$ cat config.mk
export PLATFORM = sky130hd
export DESIGN_NAME = crcbu_top
export DESIGN_NICKNAME = d
export VERILOG_FILES = /design/src/hw/crcbu_pkg.sv /design/src/hw/crcbu_byte_if.sv /design/src/hw/crcbu_top.sv /design/src/hw/crcbu_buf.sv
export SDC_FILE = /design/constraint.sdc
export NUM_CORES = 1
export LEC_CHECK = 0
export ABC_CLOCK_PERIOD_IN_PS = 5100
export BUFFER_PORTS_ARGS = -buffer_cell sky130_fd_sc_hd__clkbuf_2
export CAP_MARGIN = 15
export CORE_UTILIZATION = 45
export CTS_CLUSTER_SIZE = 24
export DETAILED_ROUTE_END_ITERATION = 7
export HOLD_SLACK_MARGIN = 0.06
export PLACE_DENSITY = 0.87
export SYNTH_ARGS = -nofsm -noshare
export SYNTH_HDL_FRONTEND = slang
export SYNTH_SLANG_ARGS = --single-unit
$ cat constraint.sdc
create_clock -name sys_clk -period 5.1 [get_ports sys_clk]
set_clock_uncertainty 0.15 [all_clocks]
set_input_delay 0.255 -clock sys_clk [delete_from_list [all_inputs] [get_ports sys_clk]]
set_output_delay 0.255 -clock sys_clk [all_outputs]
set_load 0.02 [all_outputs]
$ cat src/hw/crcbu_pkg.sv
/*
 package for the byte-wide crc16 unit: register map, reset values, polynomial, buffer geometry, register select.
 assumes an apb slave on a 200 mhz system clock with synchronous active-high reset.
*/
`default_nettype none
package crcbu_pkg;
   // register offsets (printed offsets are not word aligned, so they are indices)
   localparam logic [11:0] CRCBU_IDX_RESULT_LOW = 12'h187;
   localparam logic [11:0] CRCBU_IDX_RESULT_HIGH = 12'h188;
   localparam logic [11:0] CRCBU_IDX_DATA_INPUT = 12'h189;
   localparam int CRCBU_ADDR_W = 14;
   localparam logic [13:0] CRCBU_ADDR_RESULT_LOW = {CRCBU_IDX_RESULT_LOW, 2'b00};
   localparam logic [13:0] CRCBU_ADDR_RESULT_HIGH = {CRCBU_IDX_RESULT_HIGH, 2'b00};
   localparam logic [13:0] CRCBU_ADDR_DATA_INPUT = {CRCBU_IDX_DATA_INPUT, 2'b00};
   // reset values and the reflected feedback constant
   localparam logic [7:0] CRCBU_RESULT_LOW_RST = 8'hff;
   localparam logic [7:0] CRCBU_RESULT_HIGH_RST = 8'hff;
   localparam logic [15:0] CRCBU_POLY_REFL = 16'ha001;
   // buffer geometry
   localparam int CRCBU_BUF_DEPTH = 2;
   localparam int CRCBU_BUF_W = 8;
   // register select decoded from the bus address
   typedef enum logic [1:0] {CRCBU_SEL_NONE, CRCBU_SEL_LOW, CRCBU_SEL_HIGH, CRCBU_SEL_IN}
      crcbu_sel_t;
endpackage
`default_nettype wire

$ cat src/hw/crcbu_byte_if.sv
/*
 interface carrying input bytes from the bus slave through the buffer into the crc engine.
 assumes one clock domain; valid/ready handshake, a word moves when both are high.
*/
`default_nettype none
interface crcbu_byte_if;
   logic valid;
   logic ready;
   logic [7:0] data;
   modport src (output valid, output data, input ready);
   modport dst (input valid, input data, output ready);
endinterface
`default_nettype wire

$ cat src/hw/crcbu_top.sv
/*
 byte-wide crc16 unit with an apb register slave, an input buffer and the remainder engine.
 assumes an apb master on sys_clk; no other partner, no interrupt.
*/
`default_nettype none
module crcbu_top
   import crcbu_pkg::*;
(
   // clock and reset
   input wire logic sys_clk,
   input wire logic sys_rst,
   // apb slave
   input wire logic psel,
   input wire logic penable,
   input wire logic pwrite,
   input wire logic [31:0] paddr,
   input wire logic [31:0] pwdata,
   input wire logic [3:0] pstrb,
   output logic [31:0] prdata,
   output logic pready,
   output logic pslverr,
   // remainder status
   output logic [15:0] crc_value
);
   crcbu_byte_if wr_if ();
   crcbu_byte_if eng_if ();
   logic [7:0] result_low_r;
   logic [7:0] result_high_r;
   logic [15:0] fold_nxt;
   crcbu_sel_t sel;
   logic access;
   logic in_wr;
   logic busy;

   // address decode, used by both the read path and the write path
   function automatic crcbu_sel_t decode(input logic [31:0] addr);
      if (addr[31:CRCBU_ADDR_W] != '0) begin
         decode = CRCBU_SEL_NONE;
      end else begin
         case (addr[CRCBU_ADDR_W-1:0])
            CRCBU_ADDR_RESULT_LOW: decode = CRCBU_SEL_LOW;
            CRCBU_ADDR_RESULT_HIGH: decode = CRCBU_SEL_HIGH;
            CRCBU_ADDR_DATA_INPUT: decode = CRCBU_SEL_IN;
            default: decode = CRCBU_SEL_NONE;
         endcase
      end
   endfunction

   // one byte folded into the remainder, lsb first, reflected feedback
   function automatic logic [15:0] crc_fold(input logic [15:0] rem, input logic [7:0] din);
      logic [15:0] c;
      c = rem ^ {8'h00, din};
      for (int i = 0; i < 8; i++) begin
         c = c[0] ? ((c >> 1) ^ CRCBU_POLY_REFL) : (c >> 1);
      end
      crc_fold = c;
   endfunction

   // bus access decode
   assign sel = decode(paddr);
   assign access = psel && penable && pready;
   // a write to the input register waits only while the buffer is full
   assign in_wr = psel && penable && pwrite && (sel == CRCBU_SEL_IN) && pstrb[0];
   assign busy = eng_if.valid;

   // ready: input writes stall on a full buffer; result reads and writes wait until pending bytes are folded
   always_comb begin
      pready = 1'b1;
      if (psel && penable) begin
         if (in_wr) begin
            pready = wr_if.ready;
         end else if (!pwrite && (sel == CRCBU_SEL_LOW || sel == CRCBU_SEL_HIGH)) begin
            pready = !busy;
         end else if (pwrite && (sel == CRCBU_SEL_LOW || sel == CRCBU_SEL_HIGH)) begin
            pready = !busy;
         end
      end
   end

   // bytes into the buffer
   assign wr_if.valid = in_wr;
   assign wr_if.data = pwdata[7:0];

   crcbu_buf u_buf (
      .sys_clk(sys_clk),
      .sys_rst(sys_rst),
      .in_if(wr_if.dst),
      .out_if(eng_if.src)
   );

   // engine takes one byte per cycle
   assign eng_if.ready = 1'b1;
   assign fold_nxt = crc_fold({result_high_r, result_low_r}, eng_if.data);

   // low result byte
   always_ff @(posedge sys_clk) begin
      if (sys_rst) begin
         result_low_r <= CRCBU_RESULT_LOW_RST;
      end else if (eng_if.valid) begin
         result_low_r <= fold_nxt[7:0];
      end else if (access && pwrite && sel == CRCBU_SEL_LOW && pstrb[0]) begin
         result_low_r <= pwdata[7:0];
      end
   end

   // high result byte
   always_ff @(posedge sys_clk) begin
      if (sys_rst) begin
         result_high_r <= CRCBU_RESULT_HIGH_RST;
      end else if (eng_if.valid) begin
         result_high_r <= fold_nxt[15:8];
      end else if (access && pwrite && sel == CRCBU_SEL_HIGH && pstrb[0]) begin
         result_high_r <= pwdata[7:0];
      end
   end

   // outputs: prdata must be valid in the access cycle, so it is the live value
   // of the result flops; the input register reads as zero
   always_comb begin
      prdata = 32'h0000_0000;
      pslverr = 1'b0;
      if (psel && penable && !pwrite) begin
         case (sel)
            CRCBU_SEL_LOW: prdata = {24'h00_0000, result_low_r};
            CRCBU_SEL_HIGH: prdata = {24'h00_0000, result_high_r};
            default: prdata = 32'h0000_0000;
         endcase
      end
      if (psel && penable) begin
         pslverr = (sel == CRCBU_SEL_NONE);
      end
   end

   // remainder shown as status
   always_ff @(posedge sys_clk) begin
      if (sys_rst) begin
         crc_value <= {CRCBU_RESULT_HIGH_RST, CRCBU_RESULT_LOW_RST};
      end else begin
         crc_value <= eng_if.valid ? fold_nxt : {result_high_r, result_low_r};
      end
   end
endmodule
`default_nettype wire

$ cat src/hw/crcbu_buf.sv
/*
 two-entry buffer for input bytes with valid and ready on both sides.
 assumes the drain side may stall; full refuses, empty shows no valid.
*/
`default_nettype none
module crcbu_buf
   import crcbu_pkg::*;
(
   // clock and reset
   input wire logic sys_clk,
   input wire logic sys_rst,
   // fill and drain sides
   crcbu_byte_if.dst in_if,
   crcbu_byte_if.src out_if
);
   logic [CRCBU_BUF_W-1:0] mem_r [CRCBU_BUF_DEPTH];
   logic wr_ptr_r;
   logic rd_ptr_r;
   logic [1:0] count_r;
   logic push;
   logic pop;

   // handshake terms
   assign in_if.ready = (count_r != 2'(CRCBU_BUF_DEPTH));
   assign out_if.valid = (count_r != 2'h0);
   assign out_if.data = mem_r[rd_ptr_r];
   assign push = in_if.valid && in_if.ready;
   assign pop = out_if.valid && out_if.ready;

   // storage
   always_ff @(posedge sys_clk) begin
      if (push) begin
         mem_r[wr_ptr_r] <= in_if.data;
      end
   end

   // pointers and fill level
   always_ff @(posedge sys_clk) begin
      if (sys_rst) begin
         wr_ptr_r <= 1'b0;
         rd_ptr_r <= 1'b0;
         count_r <= 2'h0;
      end else begin
         if (push) begin
            wr_ptr_r <= ~wr_ptr_r;
         end
         if (pop) begin
            rd_ptr_r <= ~rd_ptr_r;
         end
         count_r <= count_r + 2'(push) - 2'(pop);
      end
   end
endmodule
`default_nettype wire

## Word-level counts from Yosys, hierarchy flattened

Memories as Yosys holds them, arrays and structs flattened. A register that Yosys moved wholly into a read port is not among the register bits.
Index checks and enable logic that the tools add are counted.

| word-level totals | value |
|---|---|
| register bits after elaboration | 36 |
| memory bits (writable) | 16 |
| input bits | 73 |
| memories | 1 |

| cells by class | value |
|---|---|
| add/sub/neg operators | 2 |
| eq/ne operators | 7 |
| multiplexer cells | 26 |
| bitwise gates (word level) | 11 |
| reductions and logical operators | 22 |

Memories:

| name | depth | width | read ports | clocked after memory_dff | write ports | RTL line | source |
|---|---|---|---|---|---|---|---|
| u_buf.mem_r | 2 | 8 | 1 | 1 | 1 | crcbu_buf.sv:16 | `logic [CRCBU_BUF_W-1:0] mem_r [CRCBU_BUF_DEPTH];` |

Operator list:

| operator | number |
|---|---|
| $mux W16 | 9 |
| $eq A14 B11 Y1 const B | 3 |
| $mux W8 | 5 |
| $not A2 Y3 | 8 |
| $reduce_bool A18 Y1 | 1 |
| $pmux W8 S2 | 1 |
| $xor A16 B8 Y16 | 1 |
| $logic_and A1 B1 Y1 | 14 |
| $mux W1 | 9 |
| $pmux W2 S3 | 1 |
| $reduce_bool A2 Y1 | 3 |
| $eq A2 B2 Y1 const B | 2 |
| $add A2 B1 Y2 | 1 |
| $eq A2 B1 Y1 const B | 1 |
| $logic_not A1 Y1 | 2 |
| $logic_not A2 Y1 | 1 |
| $mux W2 | 1 |
| $ne A2 B2 Y1 const B | 1 |
| $not A1 Y1 | 2 |
| $sub A2 B1 Y2 | 1 |
| $logic_or A1 B1 Y1 | 1 |

## Logic depth before layout (Yosys ltp)

Gate-level depths: netlist of the first run.

| depth | value |
|---|---|
| depth after elaboration | 18 |
| depth in mapped cells | 12 |
| gate-level depth less buffers | 12 |

## Hierarchy

From an unflattened synthesis of the first run, not the netlist that was laid out.

| second synthesis, totals | value |
|---|---|
| cells, all modules | 308 |
| area, all modules | 2892.8 um^2 |

By module, submodules not included:

| module | instances | cells each | area each (um^2) |
|---|---|---|---|
| crcbu_top | 1 | 259 | 2079.5 |
| crcbu_buf | 1 | 49 | 813.3 |

## Worst setup path before layout of the first run

OpenSTA, ideal clock, no wires.

| path | value |
|---|---|
| path kind | input -> register |
| start | input paddr[13] |
| end | register result_low_r[1] |
| library setup time | 0.120 ns |
| data arrival time | 2.281 ns |
| slack | 2.549 ns |
| cell stages on the path | 10 |
| buffers on the path | 0 |
| path through | nor4b_1 -> nand4_1 -> nor2_1 -> and3_1 -> ha_1 -> mux2i_1 -> nand2_1 -> nand3_1 -> mux2_2 -> a211o_1 |

| on the way | value |
|---|---|
| longest elaborated chain between the ends | 15 |

RTL lines:

| what | RTL line | source |
|---|---|---|
| from (decl) | crcbu_top.sv:16 | `input wire logic [31:0] paddr,` |
| $eq A14 B11 Y1 | crcbu_top.sv:40 | `case (addr[CRCBU_ADDR_W-1:0])` |
| $pmux W2 S3 * | crcbu_top.sv:40 |  |
| $mux W2 * | crcbu_top.sv:37 | `if (addr[31:CRCBU_ADDR_W] != '0) begin` |
| $eq A2 B1 Y1 or $eq A2 B2 Y1 (tied branches) | crcbu_top.sv:72, crcbu_top.sv:74, crcbu_top.sv:101 |  |
| $logic_or A1 B1 Y1 | crcbu_top.sv:72, crcbu_top.sv:74 |  |
| $logic_and A1 B1 Y1 | crcbu_top.sv:74 | `end else if (pwrite && (sel == CRCBU_SEL_LOW \|\| sel == CRCBU_SEL_HIGH)) begin` |
| $mux W1 | crcbu_top.sv:74 |  |
| $mux W1 | crcbu_top.sv:72 | `end else if (!pwrite && (sel == CRCBU_SEL_LOW \|\| sel == CRCBU_SEL_HIGH)) begin` |
| $mux W1 | crcbu_top.sv:70 | `if (in_wr) begin` |
| $mux W1 | crcbu_top.sv:69 | `if (psel && penable) begin` |
| $logic_and A1 B1 Y1 | crcbu_top.sv:61 | `assign access = psel && penable && pready;` |
| $logic_and A1 B1 Y1 | crcbu_top.sv:101 | `end else if (access && pwrite && sel == CRCBU_SEL_LOW && pstrb[0]) begin` |
| $logic_and A1 B1 Y1 * (2 in series) | crcbu_top.sv:101 |  |
| $reduce_bool A2 Y1 (no line) * | -- |  |
| to (signal assigned) | crcbu_top.sv:100 | `result_low_r <= fold_nxt[7:0];` |
| to (signal assigned) | crcbu_top.sv:102 | `result_low_r <= pwdata[7:0];` |
| to (decl) | crcbu_top.sv:27 | `logic [7:0] result_low_r;` |

Every way passes the cells marked *; elsewhere a longest branch is shown, timed or not.
A chain may end at the register's enable or synchronous reset.

## Worst setup path in the final report of the first run

| path | value |
|---|---|
| start | input paddr[13] |
| end | register result_high_r[2] |

| on the way | value |
|---|---|
| longest elaborated chain between the ends | 15 |

RTL lines:

| what | RTL line | source |
|---|---|---|
| $eq A14 B11 Y1 | crcbu_top.sv:40 |  |
| $pmux W2 S3 * | crcbu_top.sv:40 |  |
| $mux W2 * | crcbu_top.sv:37 |  |
| $eq A2 B1 Y1 or $eq A2 B2 Y1 (tied branches) | crcbu_top.sv:72, crcbu_top.sv:74, crcbu_top.sv:112 |  |
| $logic_or A1 B1 Y1 | crcbu_top.sv:72, crcbu_top.sv:74 |  |
| $logic_and A1 B1 Y1 | crcbu_top.sv:74 |  |
| $mux W1 | crcbu_top.sv:74 |  |
| $mux W1 | crcbu_top.sv:72 |  |
| $mux W1 | crcbu_top.sv:70 |  |
| $mux W1 | crcbu_top.sv:69 |  |
| $logic_and A1 B1 Y1 | crcbu_top.sv:61 |  |
| $logic_and A1 B1 Y1 | crcbu_top.sv:112 | `end else if (access && pwrite && sel == CRCBU_SEL_HIGH && pstrb[0]) begin` |
| $logic_and A1 B1 Y1 * (2 in series) | crcbu_top.sv:112 |  |
| $reduce_bool A2 Y1 (no line) * | -- |  |
| to (signal assigned) | crcbu_top.sv:111 | `result_high_r <= fold_nxt[15:8];` |
| to (signal assigned) | crcbu_top.sv:113 | `result_high_r <= pwdata[7:0];` |
| to (decl) | crcbu_top.sv:28 | `logic [7:0] result_high_r;` |

Marks and branches as above.

==> results.md, run 1 <==
* Switching part of the total power at between 20% and 30%
* Most frequent standard cell in the layout excluding fill and tap cells: sky130_fd_sc_hd__clkbuf_2
* Number of flops mapped to enable cells by yosys at 16
* Overall die width at 80.7 um
* Total wire length after detailed routing at 6130 um
* Worst slew margin relative to its limit at a little under two fifths
* Total power per unit cell area at ~220 mW/mm^2
* Initial DRC Count at between 100 and 150
* Cell count of the worst reg-to-reg path at 6
* Area contributors post-synth: sky130_fd_sc_hd__dfxtp_1 (27%), sky130_fd_sc_hd__edfxtp_1 (17%), sky130_fd_sc_hd__mux2i_1 (6.8%)
* Max Transition Viols Final at 0
* Critical path start-end classification: in -> reg
* Area of the placeable core at roughly 0.006 sq mm
* Sequential cell area fraction in the yosys report at 43.8%
* Achievable Freq at between 0.3 and 0.4 GHz
* Cell taking the most area after synthesis: sky130_fd_sc_hd__dfxtp_1
* Data arrival time of the worst path at 2940 ps
* Via density per instance at around 5
* Setup repair after global routing missed its margin: no
* Max-cap check violation count at 0
* Layout overhead on the synthesized area at 16.7%
* #FFs+latches synth at 53
* Number of iterations in the first detailed-routing pass at 4
* Post-DR wirelength/cell at approximately 14 um
* Nature of the critical path startpoint: primary input
* Non-filler instance count after layout at 423
* Status: complete, no violations
* CP max FO at 11
* I/O pin cnt at approximately 120
* Worst reg-to-reg setup slack at 2270 ps
* Drc violations at 0
* Accumulated negative setup slack at 0 ps
* Antenna Violating Nets Remaining at 0
* Part of the total power dissipated in the clock network at roughly a third
* Sw Pwr at ~0.16 mW
* Mean cell area of the mapped netlist at between 10 and 15 sq um
* Worst EP required at approximately 5200 ps
* Number of global-route vias before repair at ~2100
* Syn Inst Count at about 270
* Fraction of power consumed by combinational cells at under 10%
* Clk pin slew, worst setup/hold paths at 90 ps
* Area of the mapped netlist at ~0.0028 sq mm
* Top flip-flop cell by instance count after synthesis: sky130_fd_sc_hd__dfxtp_1
* Static Leak at 1.40 nW
* Pint at 0.550 mW
* Nets at ~420
* Wire length of the first global-routing pass at around 9800 um
* Total clock sinks at 53
* Share of synthesized flip-flops with an asynchronous set or reset at 0%
* Number of buffers added to fix hold violations after cts at 8
* Number of instances resized during post-cts repair at 0
* Clock tree from TritonCTS: yes
* Distinct cell type count after synthesis at 38
* Maximum number of pins on one net before global-route repair at 39
* Deepest level of the CTS H-tree at 2
* Later-pin clock latency in the skew report at between 300 and 400 ps
* Placer's final routability congestion estimate at 0.765
* GR Util All Layers at between 20% and 30%
* VDD IR max at approximately 0.14 mV
* Warning count from the yosys run at 0
* Setup crit end kind: flop
* Yosys top cell area share at a little over a quarter
* Fraction of the cycle the final worst path needs at 56.7%
* Crit path time final at ~2900 ps
* Post-CTS Repair Setup Buffers at 0
* Top library cells by usage in the layout, fill and taps aside: sky130_fd_sc_hd__clkbuf_2 (71), sky130_fd_sc_hd__dfxtp_1 (37), sky130_fd_sc_hd__nor2_1 (33)
* Clock root buffer: sky130_fd_sc_hd__clkbuf_8
* Capture instance of the worst register-to-register path: result_high_r[6]$_SDFFE_PP1P_
* Post-Route Utilization at between 50% and 60%
* Global-route congestion overflow total at 0
* Setup violation total in the final timing report at 0
* Diodes inserted at 0
* Portion of total power attributed to sequential cells at about three fifths
* Via count of the routed design at approximately 2100
* Endpoints failing hold at 0
* CTS max path bufs at 2
* Die H at around 80 um
* Detailed-placement wirelength estimate at ~4200 um
* Launching element of the worst setup path: paddr[13]
* Initial standard-cell utilization of the core at 46.8%
* Share of post-route cells with drive strength above 1 at around 28%
* Class of the worst hold path: reg -> reg
* Die ar. at 0.00651 sq mm
* Initial antenna violation count at 0
* Total of fill cells in the finished design at about 540
* Worst slew pin tran at slightly above 900 ps
* Worst Setup EP: result_high_r[2]$_SDFFE_PP1P_
* Number of port buffers at 71
* Placed Cells incl. Taps at a little over 400
* Placement Rows at 28
* Clock buffers created by TritonCTS at 5
[worst min path at each step]
stage / cells past startpoint / slack [ps] / startpoint / end
2_1_floorplan: 0 / 200 / pwdata[0] / u_buf.mem_r[0][0]$_DFFE_PP_
3_3_place_gp: 2 / 290 / u_buf.count_r[1]$_SDFF_PP0_ / u_buf.count_r[1]$_SDFF_PP0_
3_5_place_dp: 2 / 300 / u_buf.count_r[1]$_SDFF_PP0_ / u_buf.count_r[1]$_SDFF_PP0_
4_1_cts: 2 / 320 / u_buf.count_r[1]$_SDFF_PP0_ / u_buf.count_r[1]$_SDFF_PP0_
5_1_grt: 2 / 370 / result_low_r[7]$_SDFFE_PP1P_ / crc_value[7]$_SDFF_PP1_
6_report: 2 / 320 / u_buf.count_r[1]$_SDFF_PP0_ / u_buf.count_r[1]$_SDFF_PP0_
[critical path, cell delays in order]
cell	delay, ps
sky130_fd_sc_hd__clkbuf_2	80
sky130_fd_sc_hd__nor4b_1	280
sky130_fd_sc_hd__nand4_1	150
sky130_fd_sc_hd__nor2_1	160
sky130_fd_sc_hd__nand3_1	150
sky130_fd_sc_hd__inv_1	100
sky130_fd_sc_hd__ha_1	510
sky130_fd_sc_hd__nand3_1	580
sky130_fd_sc_hd__mux2i_1	310
sky130_fd_sc_hd__a21oi_1	80
sky130_fd_sc_hd__or2_2	280
[final cells by class]
| cell class | instances | area [sq um] | share of cell area [%] |
|---|---|---|---|
| clock buffer | 8 | 80.1 | 2.46 |
| inverter | 3 | 11.3 | 0.346 |
| multi-input combinational | 204 | 1410 | 43.2 |
| sequential | 53 | 1220 | 37.5 |
| tap | 75 | 93.8 | 2.88 |
| timing repair buffer | 80 | 443 | 13.6 |
[per-stage QoR]
step | total power, mW | area (sq um) | worst slack [ps] | hold slack (ps)
6_report | 0.712 | 3250 | 2210 | 321
5_1_grt | 0.738 | 3250 | 1950 | 368
4_1_cts | 0.715 | 3250 | 2240 | 318
3_5_place_dp | 0.488 | 3090 | 1890 | 303
3_3_place_gp | 0.487 | 3090 | 2040 | 292
2_1_floorplan | 0.481 | 2870 | 2550 | 204
[power by group through the flow]
stage | registers, mW | logic [mW] | clock network, mW
floorplan | 0.443 | 0.0378 | 0
global placement | 0.443 | 0.0440 | 0
detailed placement | 0.443 | 0.0455 | 0
CTS | 0.433 | 0.0506 | 0.232
global route | 0.433 | 0.0558 | 0.249
finish | 0.433 | 0.0508 | 0.228
[cells by family (layout without fill, tap and decap cells)]
kind of cell | Yosys count | in the layout | synth area share, %
xor+xnor | 23 | 23 | 9.61
fa+ha+maj | 4 | 4 | 1.80
simple gates | 83 | 83 | 14.5
compound gates | 43 | 43 | 10.7
flops | 53 | 53 | 43.8
buf+inv | 40 | 91 | 8.89
other cells | 1 | 24 | 0.135
mux | 27 | 27 | 10.6
[Yosys cell counts, drive strengths merged (3+ instances only)]
library cell / n
clkbuf: 12
nor3: 3
ha: 4
a211o: 11
a21oi: 13
o21bai: 7
xnor2: 13
nand2: 11
o21ai: 4
buf: 25
nor2: 33
dfxtp: 37
mux2: 7
mux2i: 20
and2: 6
nand3: 7
xor2: 8
a22oi: 8
or2: 8
edfxtp: 16
nor4: 5
inv: 3
[state kept, by name, indices dropped and copies added (netlist names), named ones only]
register and flops:
result_low_r 8, result_high_r 8, u_buf.rd_ptr_r 1, crc_value 16, u_buf.count_r 2, u_buf.mem_r 16
u_buf.wr_ptr_r 1
[layer usage]
layer | up-vias | GRT usage (%) | part of all wire [%]
met5 | - | 0 | 0
li1 | 1054 | - | -
met3 | 8 | 3.98 | 7.8
met1 | 1000 | 25.3 | 41
met2 | 86 | 34.2 | 50
met4 | 0 | 8.57 | 1.3
(Power assumes the default switching activity.)
==> run 2: changes to the inputs <==
ABC_CLOCK_PERIOD_IN_PS = 2800   (was 5100)
clock period = 2.8 ns   (was 5.1 ns; I/O delays follow)
==> results.md, run 2 (same netlist as run 1, synthesis figures left out) <==
* Minimum setup slack in the final design at between 200 and 250 ps
* Accumulated negative setup slack at 0 ps
* Nets at roughly 440
* Diodes inserted at 0
* Share of post-route cells with drive strength above 1 at between 30% and 40%
* Number of port buffers at slightly above 70
* Achievable Freq at slightly below 0.4 GHz
* Design area at ~0.0034 sq mm
* I/O pin cnt at ~120
* CP max FO at 5
* Clk pin slew, worst setup/hold paths at roughly 90 ps
* Die ar. at roughly 0.0065 sq mm
* Critical path start-end classification: reg -> reg
* Number of iterations in the first detailed-routing pass at 5
* Wire length of the first global-routing pass at 10100 um
* Global-route congestion overflow total at 0
* Die H at roughly 81 um
* Worst slew margin relative to its limit at roughly half
* Placement Rows at 28
* Total wire length after detailed routing at between 6000 and 7000 um
* Maximum number of pins on one net before global-route repair at 39
* Setup violation total in the final timing report at 0
* Max Transition Viols Final at 0
* Most frequent standard cell in the layout excluding fill and tap cells: sky130_fd_sc_hd__clkbuf_2
* Detailed-placement wirelength estimate at 4590 um
* CTS max path bufs at 2
* Post-CTS Repair Setup Buffers at 0
* Clock buffers created by TritonCTS at 5
* Setup crit end kind: flop
* Clock root buffer: sky130_fd_sc_hd__clkbuf_8
* Deepest level of the CTS H-tree at 2
* Worst EP required at 2850 ps
* Total placed instance area at roughly 0.0032 sq mm
* Slowest cell delay on critical path at around 470 ps
* GR Util All Layers at between 20% and 30%
* Nature of the critical path startpoint: flop
* Later-pin clock latency in the skew report at 310 ps
* Top library cells by usage in the layout, fill and taps aside: sky130_fd_sc_hd__clkbuf_2 (71), sky130_fd_sc_hd__dfxtp_1 (37), sky130_fd_sc_hd__nor2_1 (33)
* Endpoints failing hold at 0
* Final Hold Slack at 229 ps
* Data arrival time of the worst path at approximately 2600 ps
* Placer's final routability congestion estimate at slightly below 0.8
* Pre-CTS setup slack at -1.48 ps
* Fraction of the cycle the final worst path needs at ~90%
* Buffers & Inverters on Critical Path at 1
* Static Leak at roughly 1.5 nW
* Largest regs: crc_value: 16 flops, u_buf.mem_r: 16 flops
* Worst slew pin tran at 730 ps
* Total of fill cells in the finished design at ~540
* Via count of the routed design at ~2300
* Post-DR wirelength/cell at 14.7 um
* Class of the worst hold path: in -> reg
* Drc violations at 0
* Via density per instance at approximately 5.2
* Layout overhead on the synthesized area at 21.6%
* Slowest stage cell on the critical path: sky130_fd_sc_hd__dfxtp_1
* Area of the placeable core at a little under 0.006 sq mm
* Crit path time final at ~2600 ps
* Number of global-route vias before repair at between 2000 and 2500
* Setup repair after global routing missed its margin: no
* Top delay family on crit path: XOR/XNOR gates
* Total power per unit cell area at about 420 mW/mm^2
* Initial antenna violation count at 0
* Clock tree from TritonCTS: yes
* Cell chain of the critical path: buf_4 > mux2i_4 > xor2_4 > xor2_2 > xnor3_2 > mux2i_1 > or3_1
* VDD IR max at 0.232 mV
* Initial DRC Count at between 150 and 200
* Total clock sinks at between 50 and 60
* Overall die width at roughly 81 um
* Max-cap check violation count at 0
* Initial standard-cell utilization of the core at between 40% and 50%
* Status: complete, no violations
* Antenna Violating Nets Remaining at 0
[run 2: cell count changes in the layout (fill, tap and decap cells not counted), sizes merged]
cell | previous run | this run
buf | 1 | 12
bufinv | 0 | 1
clkbuf | 79 | 78
[run 2: report_power, final]
group / internal, mW / switching [mW]
combinational: 0.0353 / 0.0576
sequential: 0.789 / 0.0000000000139
clock: 0.292 / 0.249
[run 2: worst paths after layout]
path,start,endpoint,slack [ps],cells past startpoint
worst min register to register,u_buf.count_r[1]$_SDFF_PP0_,u_buf.count_r[1]$_SDFF_PP0_,330,2
worst max register to register,flop,result_high_r[6]$_SDFFE_PP1P_,220,7
worst max-delay path,flop,result_high_r[6]$_SDFFE_PP1P_,220,7
worst min-delay path,pwrite,u_buf.count_r[0]$_SDFF_PP0_,230,4
[run 2: worst min-delay path: stages]
cell and delay, ps:
sky130_fd_sc_hd__clkbuf_2 90, sky130_fd_sc_hd__and4_1 230, sky130_fd_sc_hd__nand2_1 130, sky130_fd_sc_hd__a21oi_1 60
[run 2: through the flow]
step           utilization [%]  total power [mW]  std cells
6_report                  56.9              1.42        434
5_1_grt                   56.9              1.47        434
4_1_cts                   56.8              1.43        434
3_5_place_dp              53.6             0.889        418
3_3_place_gp              53.6             0.886        418
2_1_floorplan                -             0.876        297
[run 2: timing repair]
item	in CTS	in global routing
hold buffers	8	0
setup endpoints to repair	0	3
endpoints found under the hold margin	18	0
resized for setup	0	1
[run 2: final cells by class]
type	count	area [sq um]	share of cell area [%]
multi-input cells	204	1410	41.6
flip-flops and latches	53	1220	36.0
repair buffers	91	538	15.9
well taps	75	93.8	2.77
clock buffers	7	86.3	2.55
clock inverters	1	30.0	0.886
inverters	3	11.3	0.332
[run 2: routing by layer]
metal | track usage [%] | part of all wire (%)
met3 | 4.32 | 8.3
met1 | 24.8 | 39
met5 | 0 | 0
met4 | 8.57 | 2.2
met2 | 37.2 | 50
==> run 3: changes to the inputs <==
CORE_UTILIZATION = 35   (was 45)
PLACE_DENSITY = 0.72   (was 0.87)
==> results.md, run 3 (same netlist as run 1, synthesis figures left out) <==
* Via count of the routed design at 2139
* Number of port buffers at a little over 70
* Endpoints failing hold at 0
* Antenna Violating Nets Remaining at 0
* GR Util All Layers at between 10% and 20%
* Setup crit end kind: flop
* CTS max path bufs at 2
* Crit path time final at 2640 ps
* Clk pin slew, worst setup/hold paths at 90 ps
* Initial standard-cell utilization of the core at approximately 36%
* Diodes inserted at 0
* Worst EP required at between 2000 and 3000 ps
* Nature of the critical path startpoint: flop
* Setup repair after global routing missed its margin: no
* Nets at between 400 and 500
* Deepest level of the CTS H-tree at 2
* Top library cells by usage in the layout, fill and taps aside: sky130_fd_sc_hd__clkbuf_2 (71), sky130_fd_sc_hd__dfxtp_1 (37), sky130_fd_sc_hd__nor2_1 (33)
* Pre-CTS setup slack at between 80 and 90 ps
* Number of global-route vias before repair at between 2000 and 2500
* Minimum setup slack in the final design at roughly 160 ps
* Share of post-route cells with drive strength above 1 at 30.8%
* Buffers & Inverters on Critical Path at 1
* Class of the worst hold path: in -> reg
* Worst reg-to-reg setup slack at between 150 and 200 ps
* Layout overhead on the synthesized area at 22.4%
* Worst slew pin tran at around 700 ps
* Clock buffers created by TritonCTS at 5
* Total of fill cells in the finished design at around 750
* Worst slew margin relative to its limit at approximately 53%
* Static Leak at around 1.5 nW
* VDD IR max at slightly above 0.2 mV
* CP max FO at 6
* Placer's final routability congestion estimate at ~0.77
* Largest regs: crc_value: 16 flops, u_buf.mem_r: 16 flops
* Post-DR wirelength/cell at between 10 and 15 um
* Via density per instance at approximately 4.7
* I/O pin cnt at 123
* Total wire length after detailed routing at 6250 um
* Overall die width at slightly above 90 um
* Maximum number of pins on one net before global-route repair at 39
* Global-route congestion overflow total at 0
* Accumulated negative setup slack at 0 ps
* Slowest cell delay on critical path at around 550 ps
* Max-cap check violation count at 0
* Later-pin clock latency in the skew report at ~310 ps
* Wire length of the first global-routing pass at a little over 10000 um
* Multi-input gate area in the final layout at 0.00141 sq mm
* Cell chain of the critical path: buf_4 > mux2i_4 > xor2_4 > xor2_2 > xnor3_2 > mux2i_1 > or3_1
* Fraction of the cycle the final worst path needs at between 90% and 100%
* Setup violation total in the final timing report at 0
* Max Transition Viols Final at 0
* Initial antenna violation count at 0
* Clock tree from TritonCTS: yes
* Die ar. at around 0.0083 sq mm
* Post-CTS Repair Setup Buffers at 0
* Top delay family on crit path: XOR/XNOR gates
* Data arrival time of the worst path at between 2000 and 3000 ps
* Die H at 91.2 um
* Area taken by flip-flops and latches at approximately 0.0012 sq mm
* Detailed-placement wirelength estimate at around 4500 um
* Area of the placeable core at approximately 0.0077 sq mm
* Number of iterations in the first detailed-routing pass at 4
* Total clock sinks at 53
* Initial DRC Count at roughly 120
* Achievable Freq at around 0.38 GHz
* Critical path start-end classification: reg -> reg
* Placement Rows at 32
* Total placed instance area at about 0.0032 sq mm
* Most frequent standard cell in the layout excluding fill and tap cells: sky130_fd_sc_hd__clkbuf_2
* Drc violations at 0
* Status: complete, no violations
* Clock root buffer: sky130_fd_sc_hd__clkbuf_8
* Slowest stage cell on the critical path: sky130_fd_sc_hd__dfxtp_1
* Design area at around 0.0034 sq mm
* Total power per unit cell area at 410 mW/mm^2
==> run 3: per-stage QoR <==
stage / hold WS, ps / utilization (%) / cells / power [mW]
2_1_floorplan: 88.9 / - / 297 / 0.876
3_3_place_gp: 223 / 41.7 / 443 / 0.887
3_5_place_dp: 227 / 41.7 / 443 / 0.889
4_1_cts: 240 / 44.2 / 459 / 1.41
5_1_grt: 280 / 44.2 / 459 / 1.46
6_report: 239 / 44.2 / 459 / 1.40
==> run 3: worst min-delay path, delay by kind of cell <==
| family | cells | cell delay [ps] |
|---|---|---|
| AO/OA/AOI/OAI | 1 | 70 |
| buffers and inverters | 1 | 90 |
| AND/OR/NAND/NOR | 2 | 350 |
==> run 3: final cells by class <==
class                           instances  share of cell area, %
Sequential cell                        53                   35.8
Timing Repair Buffer                   89                   15.7
Inverter                                3                  0.330
Clock inverter                          2                   1.14
Clock buffer                            6                   2.13
Tap cell                              102                   3.74
Multi-Input combinational cell        204                   41.2
==> run 3: timing repair <==
action / 4_1_cts / 5_1_grt
hold endpoints to repair: 18 / 0
hold buffers: 8 / 0
resized for setup: 0 / 0
==> run 3: power by group <==
group          internal [mW]  leakage [nW]   switching (mW)
Sequential             0.789         0.443  0.0000000000137
Combinational         0.0353         0.972           0.0569
Clock                  0.269        0.0554            0.251
==> run 3: worst paths after layout <==
| path | from | to | depth (start not counted) |
|---|---|---|---|
| max | flop | result_high_r[6]$_SDFFE_PP1P_ | 7 |
| min | pwrite | u_buf.count_r[0]$_SDFF_PP0_ | 4 |
| max reg2reg | flop | result_high_r[6]$_SDFFE_PP1P_ | 7 |
| min reg2reg | u_buf.count_r[1]$_SDFF_PP0_ | u_buf.count_r[1]$_SDFF_PP0_ | 2 |
==> run 3: layer usage <==
layer | track usage (%) | part of all wire [%]
met5 | 0 | 0
met4 | 6.61 | 1.9
met3 | 3.35 | 4.6
met2 | 28.3 | 51
met1 | 18.7 | 42
